### src/shared/rrd_pkg.sv
// shared constants and types for the beat detector and sample buffer block
package rrd_pkg;

    // serial frame layout
    localparam int          CMD_BITS      = 8;
    localparam int          FRAME_BITS    = 32;
    localparam int          WORD_BITS     = 24;
    localparam logic [5:0]  CNT_CMD_LAST  = 6'h07;
    localparam logic [5:0]  CNT_DATA_0    = 6'h08;
    localparam logic [5:0]  CNT_FRAME_END = 6'h1F;
    localparam logic [5:0]  CNT_DONE      = 6'h20;

    // register addresses, bits 7:1 of the command byte; bit 0 high reads
    localparam logic [6:0]  ADDR_CFG_A    = 7'h1D;
    localparam logic [6:0]  ADDR_CFG_B    = 7'h1E;
    localparam logic [6:0]  ADDR_BURST    = 7'h20;
    localparam logic [6:0]  ADDR_SINGLE   = 7'h21;
    localparam logic [6:0]  ADDR_INTERVAL = 7'h25;

    // writable bits and reset values of the two configuration words
    localparam logic [23:0] CFG_A_MASK    = 24'hFFBF00;
    localparam logic [23:0] CFG_B_MASK    = 24'h3F3700;
    localparam logic [23:0] CFG_A_RESET   = 24'h3F2300;
    localparam logic [23:0] CFG_B_RESET   = 24'h202400;

    // field positions, first word
    localparam int          WIN_LSB       = 20;
    localparam int          GAIN_LSB      = 16;
    localparam int          EN_BIT        = 15;
    localparam int          PAVG_LSB      = 12;
    localparam int          PTSF_LSB      = 8;
    // field positions, second word
    localparam int          HOFF_LSB      = 16;
    localparam int          RAVG_LSB      = 12;
    localparam int          RHSF_LSB      = 8;

    // detector constants
    localparam logic [5:0]  WIN_BASE      = 6'h06;
    localparam logic [3:0]  GAIN_AUTO     = 4'hF;
    localparam logic [13:0] INTERVAL_MAX  = 14'h3FFF;
    localparam logic [23:0] SCALED_MAX    = 24'hFFFFFF;

    // sample buffer
    localparam int          FIFO_DEPTH    = 32;
    localparam int          FIFO_AW       = 5;
    localparam logic [5:0]  FIFO_FULL     = 6'h20;

    // sample tags
    localparam logic [2:0]  TAG_VALID     = 3'h0;
    localparam logic [2:0]  TAG_FAST      = 3'h1;
    localparam logic [2:0]  TAG_LAST_BIT  = 3'h2;
    localparam logic [2:0]  TAG_EMPTY     = 3'h6;
    localparam logic [2:0]  TAG_OVERFLOW  = 3'h7;

    typedef enum logic [0:0] {
        DET_IDLE   = 1'b0,
        DET_WINDOW = 1'b1
    } rrd_det_state_type;

endpackage

### src/shared/rrd_mem_if.sv
// write and read port bundle between the block and its sample memory
`timescale 1ns/1ps
`default_nettype none
interface rrd_mem_if;
    import rrd_pkg::*;
    logic                 wr_en;
    logic [FIFO_AW-1:0]   wr_addr;
    logic [WORD_BITS-1:0] wr_data;
    logic [FIFO_AW-1:0]   rd_addr;
    logic [WORD_BITS-1:0] rd_data;

    modport owner (output wr_en, output wr_addr, output wr_data,
                   output rd_addr, input rd_data);
    modport store (input wr_en, input wr_addr, input wr_data,
                   input rd_addr, output rd_data);
endinterface
`default_nettype wire

### src/design/rrd_link_sync.sv
// two-flop synchroniser for the serial link pins
`timescale 1ns/1ps
`default_nettype none
module rrd_link_sync #(
    parameter int WIDTH = 3
) (
    input  wire logic             i_ref_clk,
    input  wire logic             i_reset,
    input  wire logic [WIDTH-1:0] i_async,
    output var  logic [WIDTH-1:0] o_sync
);
    typedef struct packed {
        logic [WIDTH-1:0] meta;
        logic [WIDTH-1:0] stable;
    } rrd_sync_state_type;

    rrd_sync_state_type s;
    rrd_sync_state_type next_s;

    // meta stage feeds only the stable stage
    always_comb begin
        next_s        = s;
        next_s.meta   = i_async;
        next_s.stable = s.meta;
    end

    // chip select idles high so reset loads the deselected level
    always_ff @(posedge i_ref_clk) begin
        if (i_reset) begin
            s <= '1;
        end else begin
            s <= next_s;
        end
    end

    assign o_sync = s.stable;
endmodule // rrd_link_sync
`default_nettype wire

### src/design/rrd_sample_mem.sv
// sample buffer storage with registered read data
`timescale 1ns/1ps
`default_nettype none
module rrd_sample_mem (
    input  wire logic     i_ref_clk,
    input  wire logic     i_reset,
    rrd_mem_if.store      mem
);
    import rrd_pkg::*;

    typedef struct packed {
        logic [FIFO_DEPTH-1:0][WORD_BITS-1:0] cells;
        logic [WORD_BITS-1:0]                 rd_data;
    } rrd_mem_state_type;

    rrd_mem_state_type s;
    rrd_mem_state_type next_s;

    // read first: the read returns the old contents of the addressed cell
    always_comb begin
        next_s         = s;
        next_s.rd_data = s.cells[mem.rd_addr];
        if (mem.wr_en) begin
            next_s.cells[mem.wr_addr] = mem.wr_data;
        end
    end

    // contents need no reset; only the read register is cleared
    always_ff @(posedge i_ref_clk) begin
        if (i_reset) begin
            s.rd_data <= '0;
        end else begin
            s <= next_s;
        end
    end

    assign mem.rd_data = s.rd_data;
endmodule // rrd_sample_mem
`default_nettype wire

### src/design/rrd_beat_fifo.sv
// beat interval detector configuration and 32-entry cardiac sample buffer
//
// Function
// - two read/write detector configuration words: gains/thresholds, then timing
// - averaging window is 6+2*code time units, code resets to 0011
// - detector input scaled by two to the gain code, 1111 auto, reset 1111; auto keeps unity gain, no range search
// - detection runs only with enable bit 15 and channel enable both set
// - peak average = (peak + (W-1)*average)/W, W=2,4,8,16, code reset 10
// - peak threshold = peak average*(code+1)/16, code resets to 0011
// - static hold-off = 6-bit code (reset 32) times detector time unit
// - hold-off used is the larger of static and dynamic hold-off
// - interval average = (interval + (W-1)*average)/W, code resets to 10
// - dynamic hold-off = interval average*code/8, code 000 disables it
// - samples kept in a 32-entry, 24-bit circular buffer with pointers
// - read pointer moves on rising edge 32, burst also every 24 more
// - a sample whose read moved the pointer is never returned again
// - buffer interrupt when unread entries reach threshold 1 to 32
// - full buffer receiving a write with no same-cycle read sets overflow flag and overflow tag
// - sample word: voltage 23:6, sample tag 5:3, pace tag 2:0
// - interval read: 14-bit interval in 23:10, lower bits zero
// - tags: 000 valid, 001 fast, 010/011 last, 110 empty, 111 overflow
// - each new beat refreshes the interval and raises interval interrupt
`timescale 1ns/1ps
`default_nettype none
module rrd_beat_fifo (
    input  wire logic        i_ref_clk,
    input  wire logic        i_reset,
    input  wire logic        i_sclk,
    input  wire logic        i_csb_n,
    input  wire logic        i_sdi,
    output var  logic        o_sdo,
    output var  logic        o_sdo_oe,
    input  wire logic        i_sample_valid,
    input  wire logic [17:0] i_sample_voltage,
    input  wire logic        i_sample_fast,
    input  wire logic [2:0]  i_pace_tag,
    input  wire logic        i_channel_enable,
    input  wire logic        i_beat_tick,
    input  wire logic        i_fifo_clear,
    input  wire logic [5:0]  i_fifo_irq_threshold,
    input  wire logic        i_beat_irq_clear,
    output var  logic        o_fifo_irq,
    output var  logic        o_fifo_overflow_flag,
    output var  logic        o_beat_interval_irq
);
    import rrd_pkg::*;

    typedef struct packed {
        logic                  sclk_prev;
        logic [7:0]            cmd;
        logic [23:0]           din;
        logic [5:0]            bit_cnt;
        logic                  is_read;
        logic                  burst;
        logic                  reload_pend;
        logic                  word_valid;
        logic [23:0]           shreg;
        logic                  sdo;
        logic                  sdo_oe;
        logic [23:0]           cfg_a;
        logic [23:0]           cfg_b;
        logic [4:0]            wr_ptr;
        logic [4:0]            rd_ptr;
        logic [5:0]            count;
        logic                  ovf;
        logic                  fifo_irq;
        logic [13:0]           beat_interval;
        logic                  beat_irq;
        logic [23:0]           peak_avg;
        logic [13:0]           int_avg;
        logic [13:0]           since;
        logic [5:0]            win_left;
        logic [23:0]           peak;
        rrd_det_state_type     st;
    } rrd_top_state_type;

    rrd_top_state_type s;
    rrd_top_state_type next_s;

    logic [2:0]  link_sync;
    logic        sclk_s;
    logic        csb_s;
    logic        sdi_s;
    rrd_mem_if   mem_bus ();

    // link pins cross into the reference clock domain first
    rrd_link_sync #(
        .WIDTH (3)
    ) u_sync (
        .i_ref_clk (i_ref_clk),
        .i_reset   (i_reset),
        .i_async   ({i_sclk, i_csb_n, i_sdi}),
        .o_sync    (link_sync)
    );

    rrd_sample_mem u_mem (
        .i_ref_clk (i_ref_clk),
        .i_reset   (i_reset),
        .mem       (mem_bus)
    );

    assign sclk_s = link_sync[2];
    assign csb_s  = link_sync[1];
    assign sdi_s  = link_sync[0];

    // configuration fields
    logic [3:0]  f_win;
    logic [3:0]  f_gain;
    logic        f_en;
    logic [1:0]  f_pavg;
    logic [3:0]  f_ptsf;
    logic [5:0]  f_hoff;
    logic [1:0]  f_ravg;
    logic [2:0]  f_rhsf;
    assign f_win  = s.cfg_a[WIN_LSB+:4];
    assign f_gain = s.cfg_a[GAIN_LSB+:4];
    assign f_en   = s.cfg_a[EN_BIT];
    assign f_pavg = s.cfg_a[PAVG_LSB+:2];
    assign f_ptsf = s.cfg_a[PTSF_LSB+:4];
    assign f_hoff = s.cfg_b[HOFF_LSB+:6];
    assign f_ravg = s.cfg_b[RAVG_LSB+:2];
    assign f_rhsf = s.cfg_b[RHSF_LSB+:3];

    // detector arithmetic
    logic        det_on;
    logic [17:0] mag;
    logic [31:0] wide;
    logic [23:0] scaled;
    logic [28:0] thr_prod;
    logic [23:0] threshold;
    logic [16:0] dyn_prod;
    logic [13:0] dyn_hold;
    logic [13:0] holdoff;
    logic [5:0]  win_units;
    logic [2:0]  pk_shift;
    logic [2:0]  iv_shift;
    logic [27:0] pk_sum;
    logic [17:0] iv_sum;
    logic [23:0] peak_now;

    assign det_on   = f_en & i_channel_enable;
    assign mag      = i_sample_voltage[17] ? 18'(-i_sample_voltage)
                                           : i_sample_voltage;
    // auto-scale keeps unity gain: no range search on such a small budget
    assign wide     = (f_gain == GAIN_AUTO) ? {14'h0, mag}
                                            : ({14'h0, mag} << f_gain);
    assign scaled   = (|wide[31:24]) ? SCALED_MAX : wide[23:0];
    assign thr_prod = 29'(s.peak_avg) * 29'({1'b0, f_ptsf} + 5'h01);
    assign threshold = thr_prod[27:4];
    assign dyn_prod = 17'(s.int_avg) * 17'(f_rhsf);
    assign dyn_hold = dyn_prod[16:3];
    assign holdoff  = ({8'h00, f_hoff} > dyn_hold) ? {8'h00, f_hoff}
                                                   : dyn_hold;
    assign win_units = {1'b0, f_win, 1'b0} + WIN_BASE;
    assign pk_shift = {1'b0, f_pavg} + 3'h1;
    assign iv_shift = {1'b0, f_ravg} + 3'h1;
    assign peak_now = (s.st == DET_WINDOW && i_sample_valid
                       && scaled > s.peak) ? scaled : s.peak;
    // weighted averages: (new + (W-1)*avg) / W with W a power of two
    assign pk_sum   = ({4'h0, peak_now} + ({4'h0, s.peak_avg} << pk_shift)
                       - {4'h0, s.peak_avg}) >> pk_shift;
    assign iv_sum   = ({4'h0, s.since} + ({4'h0, s.int_avg} << iv_shift)
                       - {4'h0, s.int_avg}) >> iv_shift;

    // link edges and buffer handshakes
    logic        rise;
    logic        fall;
    logic [7:0]  cmd_full;
    logic [23:0] din_full;
    logic        fifo_word;
    logic        pop;
    logic        push;
    logic        full_hit;
    logic [5:0]  thr_eff;
    logic [23:0] word;
    logic [2:0]  tag;

    assign rise     = sclk_s & ~s.sclk_prev;
    assign fall     = ~sclk_s & s.sclk_prev;
    assign cmd_full = {s.cmd[6:0], sdi_s};
    assign din_full = {s.din[22:0], sdi_s};
    assign fifo_word = (s.cmd[7:1] == ADDR_BURST)
                     | (s.cmd[7:1] == ADDR_SINGLE);
    // a word that went out as empty or overflow is not consumed
    assign pop      = ~csb_s & rise & (s.bit_cnt == CNT_FRAME_END)
                    & s.is_read & fifo_word & s.word_valid;
    assign full_hit = i_sample_valid & (s.count == FIFO_FULL) & ~pop;
    assign push     = i_sample_valid & ~full_hit & ~i_fifo_clear;
    assign thr_eff  = (i_fifo_irq_threshold == 6'h00) ? 6'h01
                    : (i_fifo_irq_threshold > FIFO_FULL) ? FIFO_FULL
                    : i_fifo_irq_threshold;

    // sample tag chosen when the word is handed to the shifter
    always_comb begin
        tag = mem_bus.rd_data[5:3];
        if (s.ovf) begin
            tag = TAG_OVERFLOW;
        end else if (s.count == 6'h00) begin
            tag = TAG_EMPTY;
        end else if (s.count == 6'h01) begin
            tag = mem_bus.rd_data[5:3] | TAG_LAST_BIT;
        end
    end

    // read word selected by the command address
    always_comb begin
        case (s.cmd[7:1])
            ADDR_CFG_A:    word = s.cfg_a;
            ADDR_CFG_B:    word = s.cfg_b;
            ADDR_BURST,
            ADDR_SINGLE:   word = {(s.count == 6'h00 || s.ovf)
                                   ? 18'h0 : mem_bus.rd_data[23:6],
                                   tag, mem_bus.rd_data[2:0]};
            ADDR_INTERVAL: word = {s.beat_interval, 10'h000};
            default:       word = 24'h000000;
        endcase
    end

    // buffer write side; stored tag is only valid or fast
    assign mem_bus.wr_en   = push;
    assign mem_bus.wr_addr = s.wr_ptr;
    assign mem_bus.wr_data = {i_sample_voltage,
                              i_sample_fast ? TAG_FAST : TAG_VALID,
                              i_pace_tag};
    assign mem_bus.rd_addr = s.rd_ptr;

    // next state of link, registers, buffer and detector
    always_comb begin
        next_s           = s;
        next_s.sclk_prev = sclk_s;

        // serial link: command byte, then 24 data bits per word
        if (csb_s) begin
            next_s.bit_cnt     = 6'h00;
            next_s.sdo_oe      = 1'b0;
            next_s.reload_pend = 1'b0;
        end else begin
            next_s.sdo_oe = s.is_read & (s.bit_cnt >= CNT_DATA_0);
            if (rise) begin
                if (s.bit_cnt < CNT_DONE) begin
                    next_s.bit_cnt = s.bit_cnt + 6'h01;
                end
                if (s.bit_cnt < CNT_DATA_0) begin
                    next_s.cmd = cmd_full;
                    if (s.bit_cnt == CNT_CMD_LAST) begin
                        next_s.is_read     = cmd_full[0];
                        next_s.burst       = cmd_full[7:1] == ADDR_BURST;
                        next_s.reload_pend = cmd_full[0];
                    end
                end else if (s.bit_cnt < CNT_DONE) begin
                    next_s.din = din_full;
                end
                if (s.bit_cnt == CNT_FRAME_END) begin
                    if (s.is_read && s.burst) begin
                        // burst: next 24 edges carry the next sample
                        next_s.bit_cnt     = CNT_DATA_0;
                        next_s.reload_pend = 1'b1;
                    end
                    if (!s.is_read && s.cmd[7:1] == ADDR_CFG_A) begin
                        next_s.cfg_a = din_full & CFG_A_MASK;
                    end
                    if (!s.is_read && s.cmd[7:1] == ADDR_CFG_B) begin
                        next_s.cfg_b = din_full & CFG_B_MASK;
                    end
                end
            end
            // load on a falling edge so memory read data has settled
            if (fall && s.reload_pend) begin
                next_s.sdo         = word[23];
                next_s.shreg       = {word[22:0], 1'b0};
                next_s.reload_pend = 1'b0;
                next_s.word_valid  = fifo_word & (s.count != 6'h00) & ~s.ovf;
            end else if (fall && s.is_read && s.bit_cnt >= CNT_DATA_0) begin
                next_s.sdo   = s.shreg[23];
                next_s.shreg = {s.shreg[22:0], 1'b0};
            end
        end

        // buffer pointers and occupancy
        if (i_fifo_clear) begin
            next_s.wr_ptr = '0;
            next_s.rd_ptr = '0;
            next_s.count  = 6'h00;
            next_s.ovf    = 1'b0;
        end else begin
            if (push) begin
                next_s.wr_ptr = s.wr_ptr + 5'h01;
            end
            if (pop) begin
                next_s.rd_ptr = s.rd_ptr + 5'h01;
            end
            next_s.count = s.count + {5'h00, push} - {5'h00, pop};
            if (full_hit) begin
                next_s.ovf = 1'b1;
            end
        end
        next_s.fifo_irq = next_s.count >= thr_eff;

        // interval counter in detector time units, saturating
        if (i_beat_tick && s.since != INTERVAL_MAX) begin
            next_s.since = s.since + 14'h0001;
        end

        // beat detector: cross threshold after hold-off, track peak
        if (i_fifo_clear || !det_on) begin
            next_s.st    = DET_IDLE;
            next_s.peak  = 24'h000000;
            if (i_fifo_clear) begin
                next_s.since    = 14'h0000;
                next_s.peak_avg = 24'h000000;
                next_s.int_avg  = 14'h0000;
            end
        end else begin
            case (s.st)
                DET_IDLE: begin
                    if (i_sample_valid && s.since >= holdoff
                        && scaled > threshold) begin
                        next_s.st       = DET_WINDOW;
                        next_s.peak     = scaled;
                        next_s.win_left = win_units;
                    end
                end
                DET_WINDOW: begin
                    next_s.peak = peak_now;
                    if (i_beat_tick) begin
                        next_s.win_left = s.win_left - 6'h01;
                    end
                    if (s.win_left == 6'h00) begin
                        next_s.st            = DET_IDLE;
                        next_s.beat_interval = s.since;
                        next_s.since         = 14'h0000;
                        next_s.peak_avg      = pk_sum[23:0];
                        next_s.int_avg       = iv_sum[13:0];
                        next_s.peak          = 24'h000000;
                    end
                end
                default: begin
                    next_s.st = DET_IDLE;
                end
            endcase
        end

        // interval interrupt: a new beat wins over a same-cycle clear
        if (s.st == DET_WINDOW && s.win_left == 6'h00 && det_on
            && !i_fifo_clear) begin
            next_s.beat_irq = 1'b1;
        end else if (i_beat_irq_clear) begin
            next_s.beat_irq = 1'b0;
        end
    end

    // single state register
    always_ff @(posedge i_ref_clk) begin
        if (i_reset) begin
            s           <= '0;
            s.sclk_prev <= 1'b1; // synchroniser resets high
            s.cfg_a     <= CFG_A_RESET;
            s.cfg_b     <= CFG_B_RESET;
            s.st        <= DET_IDLE;
        end else begin
            s <= next_s;
        end
    end

    // outputs straight from flip-flops
    assign o_sdo                = s.sdo;
    assign o_sdo_oe             = s.sdo_oe;
    assign o_fifo_irq           = s.fifo_irq;
    assign o_fifo_overflow_flag = s.ovf;
    assign o_beat_interval_irq  = s.beat_irq;
endmodule // rrd_beat_fifo
`default_nettype wire

### config.mk
export PLATFORM = sky130hd
export DESIGN_NAME = rrd_beat_fifo
export DESIGN_NICKNAME = d
export VERILOG_FILES = /design/src/shared/rrd_pkg.sv /design/src/shared/rrd_mem_if.sv /design/src/design/rrd_link_sync.sv /design/src/design/rrd_sample_mem.sv /design/src/design/rrd_beat_fifo.sv
export SDC_FILE = /design/constraint.sdc
export NUM_CORES = 2
export LEC_CHECK = 0
export BUFFER_PORTS_ARGS = -buffer_cell sky130_fd_sc_hd__clkbuf_2
export CORE_MARGIN = 5
export CORE_UTILIZATION = 55
export CTS_CLUSTER_DIAMETER = 60
export DETAILED_ROUTE_END_ITERATION = 8
export PLACE_DENSITY = 0.8
export SYNTH_ARGS = -nofsm -noshare
export SYNTH_HDL_FRONTEND = slang
export SYNTH_SLANG_ARGS = --single-unit
### constraint.sdc
create_clock -name i_ref_clk -period 10.4 [get_ports i_ref_clk]
set_clock_uncertainty 0.1 [all_clocks]
set_input_delay 2.08 -clock i_ref_clk [delete_from_list [all_inputs] [get_ports i_ref_clk]]
set_output_delay 2.08 -clock i_ref_clk [all_outputs]
set_load 0.02 [all_outputs]
# Word-level counts from Yosys, hierarchy flattened
# Cells that the tools add are included.
[totals] reg_bits=1008 latch_bits=0 ramBits=0 romBits=0 in_bits=38 out_inout_bits=5 word_cells=223 memories=0
[classes] n_addsub=16 mul=2 div_mod_pow=0 order_cmp=12 eq_ne=15 n_shift=5 n_mux=40 n_bitwise=27 n_reduce_logical=45
[op_table] op="$bwmux W768" count=1
[op_table] op="$mux W52" count=4
[op_table] op="$bmux W24 S5" count=1
[op_table] op="$demux W24 S5" count=1
[op_table] op="$mux W24" count=4
[op_table] op="$pmux W24 S4" count=1
[op_table] op="$mux W25" count=3
[op_table] op="$pmux W31 S2" count=1
[op_table] op="$gt A24 B24 Y1" count=2
[op_table] op="$mux W18" count=2
[op_table] op="$mux W6" count=6
[op_table] op="$mux W32" count=1
[op_table] op="$shl A18 B4 Y32" count=1
[op_table] op="$mux W31" count=1
[op_table] op="$add A24 B28 Y28" count=1
[op_table] op="$eq A7 B6 Y1 const B" count=4
[op_table] op="$mul A24 B5 Y28" count=1
[op_table] op="$mux W14" count=2
[op_table] op="$shl A24 B3 Y28" count=1
[op_table] op="$shr A28 B3 Y24" count=1
[op_table] op="$sub A28 B24 Y28" count=1
[op_table] op="$add A14 B18 Y18" count=1
[op_table] op="$logic_not A6 Y1" count=3
[op_table] op="$neg A18 Y18" count=1
[op_table] op="other kinds (48)" count=117

# Longest topological paths before layout
[logic_depth] word_depth=16 mapped_depth=37 ltp_nobuf=34

# Hierarchy
# A second synthesis with hierarchy kept.
[hier_totals] hier_cells=4199 area_unflattened_um2=52526.6
[by_module_without_submodules] module="rrd_sample_mem" n_inst=1 cells_per_inst=1338 area_per_inst_um2=30494.2 seq_area_each_um2=23542.6
[by_module_without_submodules] module="rrd_beat_fifo" n_inst=1 cells_per_inst=2849 area_per_inst_um2=21874.7 seq_area_each_um2=4184.0
[by_module_without_submodules] module="rrd_link_sync" n_inst=1 cells_per_inst=12 area_per_inst_um2=157.7 seq_area_each_um2=120.1

# Worst setup path after synthesis
# No wires, ideal clock.
[synth_path] kind="in2reg" startpoint="input port i_sample_voltage[9]" endpoint="register s[81] (netlist name)" setup_ps=129 t_arrival_ps=10691 required_time_ps=10171 path_slack_ps=-520 cell_stages=34 n_path_buf=4 path_cell_list="clkbuf_1 > or3_1 > or4_1 > a21oi_2 > a211oi_1 > o41ai_2 > a41oi_1 > o31ai_1 > clkbuf_1 > o211ai_1 > ha_1 > nand3_1 > or3_1 > a2111oi_0 > nor4b_1 > nor2_1 > clkbuf_1 > clkbuf_1 > nand2_1 > o21ai_0 > fa_1 > fa_1 > a21o_1 > a21oi_1 > o211ai_1 > a31o_2 > a2111oi_0 > o211a_1 > nor3_1 > a221oi_1 > xnor2_1 > mux2_2 > a32oi_1 > nand3_1"
[synth_between] elab_chain_len=15
[synth_rtl] element="from (decl)" line_no="rrd_beat_fifo.sv:34" text="input wire logic [17:0] i_sample_voltage,"
[synth_rtl] element="$neg A18 Y18" line_no="rrd_beat_fifo.sv:142" text="assign mag = i_sample_voltage[17] ? 18'(-i_sample_voltage)"
[synth_rtl] element="$mux W18 (*)" line_no="rrd_beat_fifo.sv:142"
[synth_rtl] element="$shl A18 B4 Y32" line_no="rrd_beat_fifo.sv:146" text=": ({14'h0, mag} << f_gain);"
[synth_rtl] element="$mux W32 (*)" line_no="rrd_beat_fifo.sv:145" text="assign wide = (f_gain == GAIN_AUTO) ? {14'h0, mag}"
[synth_rtl] element="$reduce_or A8 Y1" line_no="rrd_beat_fifo.sv:147" text="assign scaled = (|wide[31:24]) ? SCALED_MAX : wide[23:0];"
[synth_rtl] element="$mux W24 (*)" line_no="rrd_beat_fifo.sv:147"
[synth_rtl] element="$gt A24 B24 Y1" line_no="rrd_beat_fifo.sv:158" text="&& scaled > s.peak) ? scaled : s.peak;"
[synth_rtl] element="$logic_and A1 B1 Y1" line_no="rrd_beat_fifo.sv:158"
[synth_rtl] element="$mux W24 (*)" line_no="rrd_beat_fifo.sv:158"
[synth_rtl] element="$add A24 B28 Y28 (*)" line_no="rrd_beat_fifo.sv:160" text="assign pk_sum = ({4'h0, peak_now} + ({4'h0, s.peak_avg} << pk_shift)"
[synth_rtl] element="$sub A28 B24 Y28 (*)" line_no="rrd_beat_fifo.sv:161" text="- {4'h0, s.peak_avg}) >> pk_shift;"
[synth_rtl] element="$shr A28 B3 Y24 (*)" line_no="rrd_beat_fifo.sv:160"
[synth_rtl] element="$mux W52 (*)" line_no="rrd_beat_fifo.sv:328" text="if (s.win_left == 6'h00) begin"
[synth_rtl] element="$mux W52 (*)" line_no="rrd_beat_fifo.sv:314" text="case (s.st)"
[synth_rtl] element="$mux W52 (*)" line_no="rrd_beat_fifo.sv:305" text="if (i_fifo_clear || !det_on) begin"
[synth_rtl] element="to (signal assigned)" line_no="rrd_beat_fifo.sv:361" text="s <= next_s;"
[synth_rtl] element="to (decl)" line_no="rrd_beat_fifo.sv:77" text="rrd_top_state_type s;"
# Every way passes the cells marked *; elsewhere a longest branch is shown, timed or not. The select of a mux whose other input is x is not followed.
# A chain may end at the register's enable or synchronous reset.

# Worst setup path after layout
[layout_path] startpoint="input port i_sample_voltage[5]" endpoint="register s[82] (netlist name)"
# Same word-level chain as after synthesis.

==> results.txt <==
- Post-CTS setup buffer count: 0
- Data on the critical path arrives at its endpoint at 10.26 ns.
- Share of flip-flops with an asynchronous set or reset: 0%
- Adding up every negative setup slack in the final design gives 0 ns.
- The cell sitting at the root of the clock tree is a sky130_fd_sc_hd__clkbuf_16.
- The critical path is of the in2reg type.
- The clock passes through at most 3 buffers.
* Vias in the first global route: 33600
* Post-synth cell types: 82
- Post-layout nets: 4477
- Run status: finished clean
- Ratio of total power to cell area: 141 nW/um^2
* Final RePlAce weighted congestion: 0.940
* DIE AREA: 95900 sq um
* Ratio of cells with drive above 1 in the final layout: 18.3%
- Gates resized during post-CTS repair numbered 0.
* Core Region: 89600 sq um
* Kind of capture point of the worst setup path: register
- Synthesis produced 3960 cells.
* Number of enable-type register cells in the synthesized netlist: 704
- Number of DRC violations after detailed routing: 0
- Post-synthesis area per instance: 12.5 sq um
- First-pass iteration count of the detailed router: 8
* Total track usage: 28.6%
- The worst hold path belongs to the class reg2reg.
* Commonest non-fill, non-tap cell in the layout: sky130_fd_sc_hd__edfxtp_1
- Die boundary width: 310 microns
* Final slew viol count: 0
- The slowest stage of the critical path is the sky130_fd_sc_hd__or4_1 cell.
- Antenna diodes: 0
* Largest net degree at the start of global routing: 105
- The clock reaches the later pin of the worst-skew pair after 0.69 ns.
- Average wire per standard cell: 25.5 microns
- Global-route wire length before repair: 207 mm
- Element type at the critical path start: input port
* Aggregate routed wire length: 137 mm
* CTS buffer count: 95
- Final setup slack of the worst path: 0.547 ns
- Max Cap Violations: 0
- Yosys printed 0 warnings.
- Buffers inserted to repair hold after CTS numbered 0.
- Final hold slack: 0.349 ns
* Final setup violating endpoints: 0
- In this run the static leakage power is 19.9 nW.
- Fraction of synthesized cell area taken by the top area cell type: 42.8%
* Detailed placement HPWL: 86.9 mm
- In the routed layout, each cell is associated on average with a via count of 6.34.
- Synthesis inferred 941 register bits.
- Clock-pin slew was measured on the worst setup and hold paths at 0.06 ns.
- In the layout the commonest cells are 704 x sky130_fd_sc_hd__edfxtp_1, 422 x sky130_fd_sc_hd__nand2_1, 288 x sky130_fd_sc_hd__nor2_1.
- Clock sink total: 941
* Number of antenna violations at the first check in global routing: 4
- Pre-CTS setup slack: 0.0256 ns
* Count of H-tree levels built during CTS: 3
- The count of final hold-check violations came to 0.
- Summing the sequential cell areas from Yosys gives 52.4% of the chip area.
- From synthesis to final layout, the design area changed by 12.3%.
- Maximum resistive drop on vdd: 0.000181 V
* Worst stage delay on the critical path: 0.67 ns
- Post-Route Utilization: 61.9%
- Highest attainable clock frequency: 101 MHz
* Slew HR: 24.5%
* Unrepaired setup endpoints after global routing: false
- Die height: 310 microns
- The detail route stage leaves a number of antenna-violating nets equal to 0.
* Initial core utilization: 55.1%
- Post-Synthesis Cell Area: 49400 sq um
- Dominant register cell in the synthesized netlist: sky130_fd_sc_hd__edfxtp_1
* Top area cells in the synthesized netlist: sky130_fd_sc_hd__edfxtp_1 43%, sky130_fd_sc_hd__mux4_2 11%, sky130_fd_sc_hd__dfxtp_1 9.6%
* Post-route clock period utilization: 94.7%
- In this run, the number of DRC markers left after iteration 0 of detailed routing was 3890.
* Clock tree from TritonCTS: built
- Cell type contributing the most total cell area after synthesis: sky130_fd_sc_hd__edfxtp_1
- Syn Nets: 4304
- Number of rows created at floorplan: 110
- Slew @ Worst Pin: 1.13 ns
- In this run the tool buffered the top-level ports with 42 buffer cells.
* Remaining global-route overflow: 0
- Final period demand of the worst path: 9.85 ns
* Top-Level Pins: 43
- STA puts the critical path data required time at 10.81 ns.
- For this block, the via count after detailed routing is 34100.
* Highest net fanout along the worst path: 17
==> registers in the layout (all words and copies together), names as in the netlist, 5 cells and up <==
| signal | cells |
|---|---|
| u_mem.mem.rd_data | 22 |
| cmd_full | 7 |
| mem_bus.wr_addr | 5 |
| din_full | 23 |
| f_hoff | 6 |
| s | 138 |
| u_mem.s | 704 |
| mem_bus.rd_addr | 5 |
==> cells in the mapped netlist, drive strengths merged (23+ instances only) <==
master and instances:
nor2 321, mux2 23, o211ai 30, dfxtp 237, and2 46, a21o 45
o21ai 148, ha 190, buf 42, fa 116, xnor2 76, mux4 233
xor2 45, nand3 57, nand2b 32, a211oi 32, nor2b 23, mux2i 117
nor3 52, edfxtp 704, nand4 33, or3 24, nand2 422, a22oi 32
clkbuf 169, inv 232, a21oi 175
==> worst max-delay path, delay by kind of cell <==
| family | cells | cell delay, ns |
|---|---|---|
| AO/OA/AOI/OAI | 18 | 4.04 |
| buffers and inverters | 4 | 0.72 |
| multiplexers | 1 | 0.28 |
| adder cells (fa/ha/maj) | 3 | 1.20 |
| XOR/XNOR | 1 | 0.10 |
| AND/OR/NAND/NOR | 6 | 1.83 |
==> cell families after synthesis <==
logic type | after synthesis | synth area share [%]
DFF | 941 | 52.4
adders and majority gates | 306 | 9.51
muxes | 373 | 13.5
buffers and inverters | 445 | 3.38
and+or+nand+nor | 1106 | 10.1
AOI/OAI and AO/OA | 668 | 8.91
xor gates and xnor gates | 121 | 2.14
==> through the flow <==
stage	instance area, sq um	cells	total power, mW
after floorplan	49400	3960	4.25
after global placement	52300	5212	4.39
after detailed placement	52300	5212	4.40
after CTS	55500	5387	7.86
after global routing	55500	5387	8.05
final	55500	5387	7.82
==> final cells by class <==
class                           count  area (sq um)
Clock buffer                      118          2560
Clock inverter                     57           627
Fill cell                        6664         34100
Inverter                          234           878
Multi-Input combinational cell   2574         22000
Sequential cell                   941         25900
Tap cell                         1176          1470
Timing Repair Buffer              287          2060
==> routing by layer <==
layer / GRT usage (%) / share of wire, % / vias to the layer above
li1: - / - / 15000
met1: 36.3 / 37 / 16900
met2: 49.0 / 50 / 1823
met3: 4.76 / 8.3 / 366
met4: 12.5 / 5.2 / 2
met5: 0 / 0.0080 / -
==> power breakdown <==
part	switching [mW]	total, mW	internal, mW
combinational	0.183	0.283	0.101
clock	1.52	3.49	1.97
sequential	0.00512	4.04	4.04
total	1.71	7.82	6.11
==> worst paths after layout <==
check	start	end	slack, ns	depth (start not counted)
max reg2reg	f_ptsf[1]	s[23]	1.15	34
max	i_sample_voltage[5]	s[82]	0.55	33
min	din_full[3]	din_full[4]	0.35	2
min reg2reg	din_full[3]	din_full[4]	0.35	2
(Power assumes the default switching activity.)
